<file path="src/hw/bbfc_pkg.sv">
package bbfc_pkg;
    // command codes written on the data pins
    localparam logic [7:0] CMD_READ_ARRAY = 8'hff;
    localparam logic [7:0] CMD_PROG_SETUP = 8'h40;
    localparam logic [7:0] CMD_PROG_ALT = 8'h10;
    localparam logic [7:0] CMD_READ_STATUS = 8'h70;
    localparam logic [7:0] CMD_CLEAR_STATUS = 8'h50;
    localparam logic [7:0] CMD_ERASE_SETUP = 8'h20;
    localparam logic [7:0] CMD_CONFIRM = 8'hD0;
    localparam logic [7:0] CMD_SUSPEND = 8'hB0;
    localparam logic [7:0] CMD_SIGNATURE = 8'h90;
    // status bit positions
    localparam int SR_READY = 7;
    localparam int SR_SUSP = 6;
    localparam int SR_ERASE_ERR = 5;
    localparam int SR_PROG_ERR = 4;
    localparam int SR_VPP_LOW = 3;
    // widths
    localparam int ADDR_W = 17;
    localparam int DATA_W = 8;
    // signature addresses
    localparam logic [16:0] SIG_MFG_ADDR = 17'h0_0000;
    localparam logic [16:0] SIG_DEV_ADDR = 17'h0_0001;
    // bus timing at 50 ns clock
    localparam int CLK_NS = 50;
    localparam int WE_LOW_NS = 40;
    localparam int WE_LOW_CYC = (WE_LOW_NS + CLK_NS - 1) / CLK_NS;
    localparam int SETUP_NS = 40;
    localparam int SETUP_CYC = (SETUP_NS + CLK_NS - 1) / CLK_NS;
    localparam int ACCESS_NS = 150;
    localparam int ACCESS_CYC = (ACCESS_NS + CLK_NS - 1) / CLK_NS;
    localparam int WAKE_NS = 600;
    localparam int WAKE_CYC = (WAKE_NS + CLK_NS - 1) / CLK_NS;
    // embedded operation bounds and typical times in milliseconds
    localparam int BOOT_ERASE_MS = 14900;
    localparam int PARAM_ERASE_MS = 14600;
    localparam int MAIN_ERASE_MS = 20900;
    localparam int CHIP_ERASE_MS = 65000;
    localparam int BOOT_PROG_MS = 520;
    localparam int MAIN_PROG_MS = 7340;
    localparam int TYP_BOOT_ERASE_MS = 2100;
    localparam int TYP_MAIN_ERASE_MS = 3800;
    localparam int TYP_CHIP_ERASE_MS = 10100;
    localparam int TYP_BOOT_PROG_MS = 150;
    localparam int TYP_MAIN_PROG_MS = 2100;
    localparam int CYC_PER_MS = 1000000 / CLK_NS;
    // host operations
    typedef enum logic [2:0] {
        BBFC_OP_READ,
        BBFC_OP_WRITE1,
        BBFC_OP_PROGRAM,
        BBFC_OP_ERASE,
        BBFC_OP_POLL,
        BBFC_OP_SIG_HV
    } bbfc_op_t;
    // block class selects the erase timeout
    typedef enum logic [1:0] {
        BBFC_BLK_BOOT,
        BBFC_BLK_PARAM,
        BBFC_BLK_MAIN,
        BBFC_BLK_CHIP
    } bbfc_blk_t;
    // request from the user side
    typedef struct packed {
        bbfc_op_t op;
        bbfc_blk_t blk;
        logic [16:0] addr;
        logic [7:0] data;
    } bbfc_req_t;
    // pins driven toward the flash
    typedef struct packed {
        logic ce_n;
        logic oe_n;
        logic we_n;
        logic powerdown_n;
        logic address_bit_nine; // high-voltage level on address bit nine
        logic [16:0] address_inputs;
        logic [7:0] data_out;
        logic data_oe_n;
    } bbfc_pins_t;
endpackage

</file>
<file path="src/hw/bbfc_timer.sv">
module bbfc_timer #(
    parameter int W = 32
) (
    input wire logic ref_clk,
    input wire logic nrst,
    input wire logic start,
    input wire logic [W-1:0] limit,
    output logic expired
);
    logic [W-1:0] cnt_r; // cycles left
    logic run_r; // counting
    // loads on start, flags once count reaches zero
    always_ff @(posedge ref_clk or negedge nrst) begin
        if (!nrst) begin
            cnt_r <= '0;
            run_r <= 1'b0;
            expired <= 1'b0;
        end else if (start) begin
            cnt_r <= limit;
            run_r <= 1'b1;
            expired <= 1'b0;
        end else if (run_r) begin
            if (cnt_r == '0) begin
                run_r <= 1'b0;
                expired <= 1'b1;
            end else begin
                cnt_r <= cnt_r - 1'b1;
            end
        end
    end
endmodule

</file>
<file path="src/hw/bbfc_host.sv">
// Operation
// - single FFH write returns array reads
// - commands are one or two write cycles
// - program is 40H then address and data
// - 70H makes reads return status
// - failure flags cleared only by 50H
// - erase is 20H then D0H in block
// - B0H suspends erase, D0H resumes it
// - signature by high voltage or command
// - high-voltage signature keeps other address low
module bbfc_host #(
    parameter int CYC_PER_MS = bbfc_pkg::CYC_PER_MS
) (
    input wire logic ref_clk,
    input wire logic nrst,
    input wire logic req_valid,
    input wire bbfc_pkg::bbfc_req_t req,
    input wire logic sleep,
    output logic req_ready,
    output logic done,
    output logic [7:0] rd_data,
    output logic timeout,
    output logic op_error,
    output bbfc_pkg::bbfc_pins_t pins,
    input wire logic [7:0] data_in
);
    typedef enum {
        S_WAKE, S_IDLE, S_SETUP, S_WE_LOW, S_WE_HIGH, S_RD_SETUP, S_RD_WAIT,
        S_POLL_GAP, S_DONE, S_SLEEP
    } bbfc_state_t;
    bbfc_state_t state_r; // bus sequencer state
    bbfc_pkg::bbfc_req_t cur_r; // request in progress
    logic second_r; // second write of a pair pending
    logic [7:0] data_s1_r; // first sync stage
    logic [7:0] data_s2_r; // second sync stage
    logic [3:0] wait_r; // bus phase counter
    logic tmr_start_r; // arms the embedded timeout
    logic [31:0] tmr_limit_r; // timeout in cycles
    logic tmr_exp; // timeout expired

    // worst-case timeout per block class and operation
    function automatic logic [31:0] limit_of(input bbfc_pkg::bbfc_req_t r);
        int ms;
        ms = bbfc_pkg::MAIN_PROG_MS;
        if (r.op == bbfc_pkg::BBFC_OP_ERASE) begin
            case (r.blk)
                bbfc_pkg::BBFC_BLK_BOOT: ms = bbfc_pkg::BOOT_ERASE_MS;
                bbfc_pkg::BBFC_BLK_PARAM: ms = bbfc_pkg::PARAM_ERASE_MS;
                bbfc_pkg::BBFC_BLK_MAIN: ms = bbfc_pkg::MAIN_ERASE_MS;
                default: ms = bbfc_pkg::CHIP_ERASE_MS;
            endcase
        end else if (r.blk == bbfc_pkg::BBFC_BLK_BOOT) begin
            ms = bbfc_pkg::BOOT_PROG_MS;
        end
        return 32'(ms * CYC_PER_MS);
    endfunction

    bbfc_timer #(.W(32)) u_timer (
        .ref_clk(ref_clk),
        .nrst(nrst),
        .start(tmr_start_r),
        .limit(tmr_limit_r),
        .expired(tmr_exp)
    );

    // read data comes from another domain, so two flops first
    always_ff @(posedge ref_clk or negedge nrst) begin
        if (!nrst) begin
            data_s1_r <= '0;
            data_s2_r <= '0;
        end else begin
            data_s1_r <= data_in;
            data_s2_r <= data_s1_r;
        end
    end

    // main bus sequencer
    always_ff @(posedge ref_clk or negedge nrst) begin
        if (!nrst) begin
            state_r <= S_WAKE;
            cur_r <= '0;
            second_r <= 1'b0;
            wait_r <= '0;
            tmr_start_r <= 1'b0;
            tmr_limit_r <= '0;
            req_ready <= 1'b0;
            done <= 1'b0;
            rd_data <= '0;
            timeout <= 1'b0;
            op_error <= 1'b0;
            pins <= '{ce_n: 1'b1, oe_n: 1'b1, we_n: 1'b1, powerdown_n: 1'b0,
                       address_bit_nine: 1'b0, address_inputs: '0, data_out: '0,
                       data_oe_n: 1'b1};
        end else begin
            done <= 1'b0;
            tmr_start_r <= 1'b0;
            case (state_r)
                S_WAKE: begin
                    // device returns to array read mode on wake
                    pins.powerdown_n <= 1'b1;
                    wait_r <= wait_r + 1'b1;
                    if (wait_r == 4'(bbfc_pkg::WAKE_CYC)) begin
                        state_r <= S_IDLE;
                        req_ready <= 1'b1;
                    end
                end
                S_IDLE: begin
                    pins.ce_n <= 1'b1; // standby between accesses
                    pins.address_bit_nine <= 1'b0;
                    wait_r <= '0;
                    if (sleep) begin
                        pins.powerdown_n <= 1'b0; // overrides all pins
                        req_ready <= 1'b0;
                        state_r <= S_SLEEP;
                    end else if (req_valid) begin
                        cur_r <= req;
                        req_ready <= 1'b0;
                        timeout <= 1'b0;
                        op_error <= 1'b0;
                        pins.ce_n <= 1'b0;
                        if (req.op == bbfc_pkg::BBFC_OP_SIG_HV) begin
                            // only bit zero may be high besides bit nine
                            pins.address_inputs <= {16'h0000, req.addr[0]};
                            pins.address_bit_nine <= 1'b1;
                            state_r <= S_RD_SETUP;
                        end else if (req.op == bbfc_pkg::BBFC_OP_READ) begin
                            pins.address_inputs <= req.addr;
                            state_r <= S_RD_SETUP;
                        end else begin
                            pins.address_inputs <= req.addr;
                            second_r <= (req.op == bbfc_pkg::BBFC_OP_PROGRAM) ||
                                        (req.op == bbfc_pkg::BBFC_OP_ERASE);
                            // setup code first, same block address
                            pins.data_out <= (req.op == bbfc_pkg::BBFC_OP_PROGRAM) ?
                                bbfc_pkg::CMD_PROG_SETUP :
                                (req.op == bbfc_pkg::BBFC_OP_ERASE) ?
                                bbfc_pkg::CMD_ERASE_SETUP :
                                (req.op == bbfc_pkg::BBFC_OP_POLL) ?
                                bbfc_pkg::CMD_READ_STATUS : req.data;
                            pins.data_oe_n <= 1'b0;
                            state_r <= S_SETUP;
                        end
                    end
                end
                S_SETUP: begin
                    // write cycle: ce and we low, oe high
                    pins.oe_n <= 1'b1;
                    pins.we_n <= 1'b0;
                    state_r <= S_WE_LOW;
                    wait_r <= '0;
                end
                S_WE_LOW: begin
                    wait_r <= wait_r + 1'b1;
                    if (wait_r + 1'b1 >= 4'(bbfc_pkg::WE_LOW_CYC)) begin
                        pins.we_n <= 1'b1; // device latches on rising edge
                        state_r <= S_WE_HIGH;
                    end
                end
                S_WE_HIGH: begin
                    wait_r <= '0;
                    if (second_r) begin
                        second_r <= 1'b0;
                        pins.data_out <= (cur_r.op == bbfc_pkg::BBFC_OP_ERASE) ?
                            bbfc_pkg::CMD_CONFIRM : cur_r.data;
                        state_r <= S_SETUP;
                    end else if (cur_r.op == bbfc_pkg::BBFC_OP_WRITE1) begin
                        // FFH, 50H, 90H, B0H, D0H go out as single writes
                        pins.data_oe_n <= 1'b1;
                        state_r <= S_DONE;
                    end else begin
                        // program/erase leave the device in status mode
                        pins.data_oe_n <= 1'b1;
                        if (cur_r.op != bbfc_pkg::BBFC_OP_POLL) begin
                            tmr_limit_r <= limit_of(cur_r);
                            tmr_start_r <= 1'b1;
                        end
                        state_r <= S_RD_SETUP;
                    end
                end
                S_RD_SETUP: begin
                    // read: ce and oe low, we high, any supply level
                    pins.data_oe_n <= 1'b1;
                    pins.we_n <= 1'b1;
                    pins.oe_n <= 1'b0;
                    pins.ce_n <= 1'b0;
                    wait_r <= '0;
                    state_r <= S_RD_WAIT;
                end
                S_RD_WAIT: begin
                    // allow access time plus two sync stages
                    wait_r <= wait_r + 1'b1;
                    if (wait_r == 4'(bbfc_pkg::ACCESS_CYC + 2)) begin
                        rd_data <= data_s2_r;
                        pins.oe_n <= 1'b1; // disable: ce low, oe high floats
                        if (cur_r.op == bbfc_pkg::BBFC_OP_PROGRAM ||
                            cur_r.op == bbfc_pkg::BBFC_OP_ERASE) begin
                            if (data_s2_r[bbfc_pkg::SR_READY]) begin
                                op_error <= data_s2_r[bbfc_pkg::SR_ERASE_ERR] |
                                            data_s2_r[bbfc_pkg::SR_PROG_ERR] |
                                            data_s2_r[bbfc_pkg::SR_VPP_LOW];
                                state_r <= S_DONE;
                            end else if (tmr_exp) begin
                                timeout <= 1'b1;
                                state_r <= S_DONE;
                            end else begin
                                state_r <= S_POLL_GAP; // latch needs oe toggle
                            end
                        end else begin
                            state_r <= S_DONE;
                        end
                    end
                end
                S_POLL_GAP: begin
                    state_r <= S_RD_SETUP;
                end
                S_DONE: begin
                    pins.ce_n <= 1'b1;
                    pins.oe_n <= 1'b1;
                    pins.address_bit_nine <= 1'b0;
                    done <= 1'b1;
                    req_ready <= 1'b1;
                    state_r <= S_IDLE;
                end
                S_SLEEP: begin
                    if (!sleep) begin
                        wait_r <= '0;
                        state_r <= S_WAKE;
                    end
                end
                default: state_r <= S_IDLE;
            endcase
        end
    end
endmodule

</file>
<file path="config.mk">
export PLATFORM = sky130hd
export DESIGN_NAME = bbfc_host
export DESIGN_NICKNAME = d
export VERILOG_FILES = /design/src/hw/bbfc_pkg.sv /design/src/hw/bbfc_timer.sv /design/src/hw/bbfc_host.sv
export SDC_FILE = /design/constraint.sdc
export NUM_CORES = 1
export LEC_CHECK = 0
export BUFFER_PORTS_ARGS = -buffer_cell sky130_fd_sc_hd__buf_2
export CAP_MARGIN = 20
export CORE_MARGIN = 10
export CORE_UTILIZATION = 54
export DETAILED_ROUTE_END_ITERATION = 8
export PLACE_DENSITY = 0.77
export SLEW_MARGIN = 30
export SYNTH_ARGS = -nofsm -noshare
export SYNTH_HDL_FRONTEND = slang
export SYNTH_SLANG_ARGS = --single-unit
</file>
<file path="constraint.sdc">
create_clock -name ref_clk -period 5.7 [get_ports ref_clk]
set_clock_uncertainty 0.1 [all_clocks]
set_input_delay 1.425 -clock ref_clk [delete_from_list [all_inputs] [get_ports ref_clk]]
set_output_delay 1.425 -clock ref_clk [all_outputs]
set_load 0.05 [all_outputs]
</file>
==> metrics.md <==
| Metric | Value |
|---|---|
| Final WL | 19.71 mm |
| Startpoint Class | register |
| Standard-cell row count | 46 |
| Combinational family with the most area after synthesis | adder cells |
| Clock root buffer | sky130_fd_sc_hd__clkbuf_16 |
| Arrival time of data at the critical path endpoint | 5700 ps |
| Cts bufs inserted | 17 |
| Combined area of the multi-input logic cells | 0.004833 mm2 |
| Clock buffer depth | 2 |
| Vias | 6,714 |
| Number of iterations in the first detailed-routing pass | 6 |
| Post-synth EDFFs | 0 |
| Via-per-instance ratio | approximately 5.5 |
| Synth unique cells | 70 |
| Portion of the post-synthesis area used by sequential elements | 0.4045 |
| Critical path endpoint category | register |
| Count of nets after finishing | 1,130 |
| Worst endpoint required time | 5920 ps |
| Number of setup violations in the final report | 0 |
| Mean area per synthesized cell | 9.717 um2 |
| XOR/XNOR share of the synthesized area | 0.04712 |
| TritonCTS clock tree | done |
| Clock slew at the register clock pins of the worst setup and hold paths | 70 ps |
| Worst min-delay path class | reg2reg |
| Share of the synthesized area in the top cell type | 0.3924 |
| Mux share of post-synthesis cell area | 0.03982 |
| Number of warning messages in the yosys log | 0 |
| Antenna-violating nets left | 0 |
| # clock sinks | 141 |
| Number of antenna violations at the first check in global routing | 0 |
| Total negative slack | 0 ps |
| Worst R2R Path Depth | 18 |
| Ordered cell list for the critical path | or2_2 > clkinv_2 > a21oi_1 > ha_1 > ha_1 > fa_1 > fa_1 > inv_1 > fa_1 > inv_1 > ha_1 > a21oi_1 > nand3_1 > o211ai_1 > buf_4 > o21ai_0 > xnor2_1 > mux2_2 |
| Effective utilization at floorplan | 0.5499 |
| End of the worst register-to-register path | tmr_limit_r[26]$_DFFE_PN0P_ |
| Max-Cap Viols | 0 |
| I/O pin total | 85 |
| H-tree levels | 4 |
| Cell type contributing the most total cell area after synthesis | sky130_fd_sc_hd__dfrtp_1 |
| End point of the most critical hold path | data_s2_r[7]$_DFF_PN0_ |
| Hold Path Cell Cnt | 0 |
| Most instantiated library cell after synthesis | sky130_fd_sc_hd__dfrtp_1 |
| Number of storage elements in the synthesis netlist | 141 |
| CTS hold repair buffers | 0 |
| Placed wire-length estimate | 14.39 mm |
| Largest cells by area after synthesis | sky130_fd_sc_hd__dfrtp_1, sky130_fd_sc_hd__ha_1, sky130_fd_sc_hd__fa_1, sky130_fd_sc_hd__nand2_1, sky130_fd_sc_hd__o21ai_0 |
| Wire length per cell after detailed routing | 16.26 um |
| Height of the chip | roughly 150 um |
| GP Congestion | 0.9130 |
| Storage element area | 0.003538 mm2 |
| Most frequent cells after synthesis | sky130_fd_sc_hd__dfrtp_1, sky130_fd_sc_hd__nand2_1, sky130_fd_sc_hd__ha_1 |
| Total Die Area | around 0.022 mm2 |
| Synthesized netlist cell count | 899 |
| Simple-gate share of the synthesized area | 0.1603 |
| Nets in the synthesized netlist | approximately 1,000 |
| Compound-cell area share of the yosys netlist | 0.1275 |
| Total global routing overflow | 0 |
| Origin of the worst min-delay path | data_s1_r[7]$_DFF_PN0_ |
| Worst path max stage delay | 570 ps |
| End-of-flow core utilization | 0.6335 |
| Status | complete, no violations |
| Final critical delay including setup and external delays | 5476 ps |
| Critical path's slowest cell | sky130_fd_sc_hd__fa_1 |
| Register-to-Register Setup Slack | 220 ps |
| Vias in the first global route | 6,737 |
| Worst Max-Slew Pin Slew | 834.0 ps |
| Area of the core | 0.01589 mm2 |
| Maximum clock frequency | 0.1826 GHz |
| PortBufs | 84 |
| Largest fanout on the critical path | 14 |
| Horizontal extent of the die | 147.2 um |
| Total count of hold-check failures in the final report | 0 |
| Number of diodes | 0 |
| Overall routing resource usage | 0.1854 |
| Post-Syn Area | 0.008736 mm2 |
| Worst-case setup slack after placement | between 100 and 150 ps |
| Global-route wire length before repair | 33.43 mm |
| Fraction of final layout cells with drive strength greater than 1 | 0.1968 |
| Share of async-settable or async-resettable flops after synthesis | 1.000 |
| Type of the worst setup path | reg2reg |
| Share of synthesized cell area in full adder, half adder and majority cells | 0.1736 |
| Clk_lat worst skew | 440 ps |
| Ratio of final minimum period to clock period | 0.9606 |
| Most common flop cell mapped by yosys | sky130_fd_sc_hd__dfrtp_1 |
| Fin. max-slew vios | 0 |
| Final setup slack of the worst path | 224.4 ps |
| Largest net degree at the start of global routing | 71 |
| Fill cells | 1,288 |
| Drt initial violations | 406 |
| Number of design rule violations left after detail routing | 0 |
| Worst slew slack as a fraction of its limit | 0.4423 |
| Worst R2R Start | cur_r[26]$_DFFE_PN0P_ |
| P&R area growth vs syn | 15.20% |
layout make-up:
class,count,share of cell area
Multi-Input combinational cell,653,0.4803
Sequential cell,141,0.3516
Timing Repair Buffer,99,0.05359
Inverter,71,0.02661
Clock buffer,17,0.04227
Clock inverter,15,0.01877
Tap cell,216,0.02686
routing by layer:
metal | routed length (um) | part of all wire | vias to the layer above | track usage
li1 | - | - | 3281 | -
met1 | 9286 | 0.47 | 3234 | 0.2481
met2 | 9143 | 0.46 | 169 | 0.2931
met3 | 979 | 0.050 | 30 | 0.04177
met4 | 303 | 0.015 | 0 | 0.05699
met5 | 0 | 0 | - | 0
flip-flops by register name (all words and copies together), names as in the netlist, 4 cells and up:
name           cells
u_timer.cnt_r     32
rd_data            8
tmr_limit_r       25
pins              31
state_r            4
wait_r             4
cur_r             13
data_s1_r          8
data_s2_r          8
what timing repair did:
action	in CTS	in global routing
gates resized for setup	0	12
endpoints found under the setup margin	0	5
buffers inserted	0	1
endpoints found under the hold margin	0	0
worst max path at each step:
stage	from	to	slack, ps	cells past startpoint
6_report	cur_r[26]$_DFFE_PN0P_	tmr_limit_r[26]$_DFFE_PN0P_	220	18
5_1_grt	cur_r[29]$_DFFE_PN0P_	tmr_limit_r[26]$_DFFE_PN0P_	-40	20
4_1_cts	cur_r[27]$_DFFE_PN0P_	tmr_limit_r[30]$_DFFE_PN0P_	50	20
3_5_place_dp	cur_r[27]$_DFFE_PN0P_	tmr_limit_r[30]$_DFFE_PN0P_	110	20
3_3_place_gp	cur_r[28]$_DFFE_PN0P_	tmr_limit_r[30]$_DFFE_PN0P_	260	20
2_1_floorplan	cur_r[29]$_DFFE_PN0P_	tmr_limit_r[30]$_DFFE_PN0P_	230	21
metrics by stage:
step / hold slack, ps / cell area (um2) / instances
global route: 258.0 / 10060 / 1212
floorplan: 231.2 / 8736 / 899
global placement: 231.2 / 9395 / 1179
detailed placement: 234.7 / 9402 / 1179
CTS: 243.8 / 10020 / 1211
finish: 244.4 / 10060 / 1212
kinds of logic (layout without fill, tap and decap cells):
logic type                 Yosys count  count (layout)
muxes                               31              31
adders and majority gates          105             105
buffers and inverters              105             202
and+or+nand+nor                    287             287
xor gates and xnor gates            47              47
AOI/OAI and AO/OA                  183             183
DFF                                141             141
critical path: cells and delay by family (launching register included):
| family | cells | cell delay, ps |
|---|---|---|
| AOI/OAI and AO/OA | 4 | 790 |
| and+or+nand+nor | 2 | 510 |
| xor gates and xnor gates | 1 | 140 |
| muxes | 1 | 250 |
| DFF | 1 | 470 |
| buffers and inverters | 4 | 500 |
| adders and majority gates | 6 | 2590 |
cell usage in the layout (no fill, tap or decap), types with 6 or more instances in the layout:
cell,n
sky130_fd_sc_hd__nor3_1,21
sky130_fd_sc_hd__clkbuf_16,17
sky130_fd_sc_hd__xor2_1,14
sky130_fd_sc_hd__a31oi_1,7
sky130_fd_sc_hd__o211ai_1,6
sky130_fd_sc_hd__a21o_1,8
sky130_fd_sc_hd__or3_1,9
sky130_fd_sc_hd__o21ai_0,76
sky130_fd_sc_hd__clkinv_8,6
sky130_fd_sc_hd__buf_2,83
sky130_fd_sc_hd__fa_1,27
sky130_fd_sc_hd__a22oi_1,9
sky130_fd_sc_hd__ha_1,78
sky130_fd_sc_hd__xnor2_1,33
sky130_fd_sc_hd__inv_1,68
sky130_fd_sc_hd__nor2_1,56
sky130_fd_sc_hd__nand2_1,123
sky130_fd_sc_hd__mux2_2,30
sky130_fd_sc_hd__nand3_1,9
sky130_fd_sc_hd__a21oi_1,31
sky130_fd_sc_hd__o21ai_1,6
sky130_fd_sc_hd__dfrtp_1,133
sky130_fd_sc_hd__nand2b_1,10
sky130_fd_sc_hd__nor2b_1,7
sky130_fd_sc_hd__buf_4,15
Power is left out: the tool's default activity adds up to more than one toggle a clock period on the data nets, which glitch-free logic cannot reach.
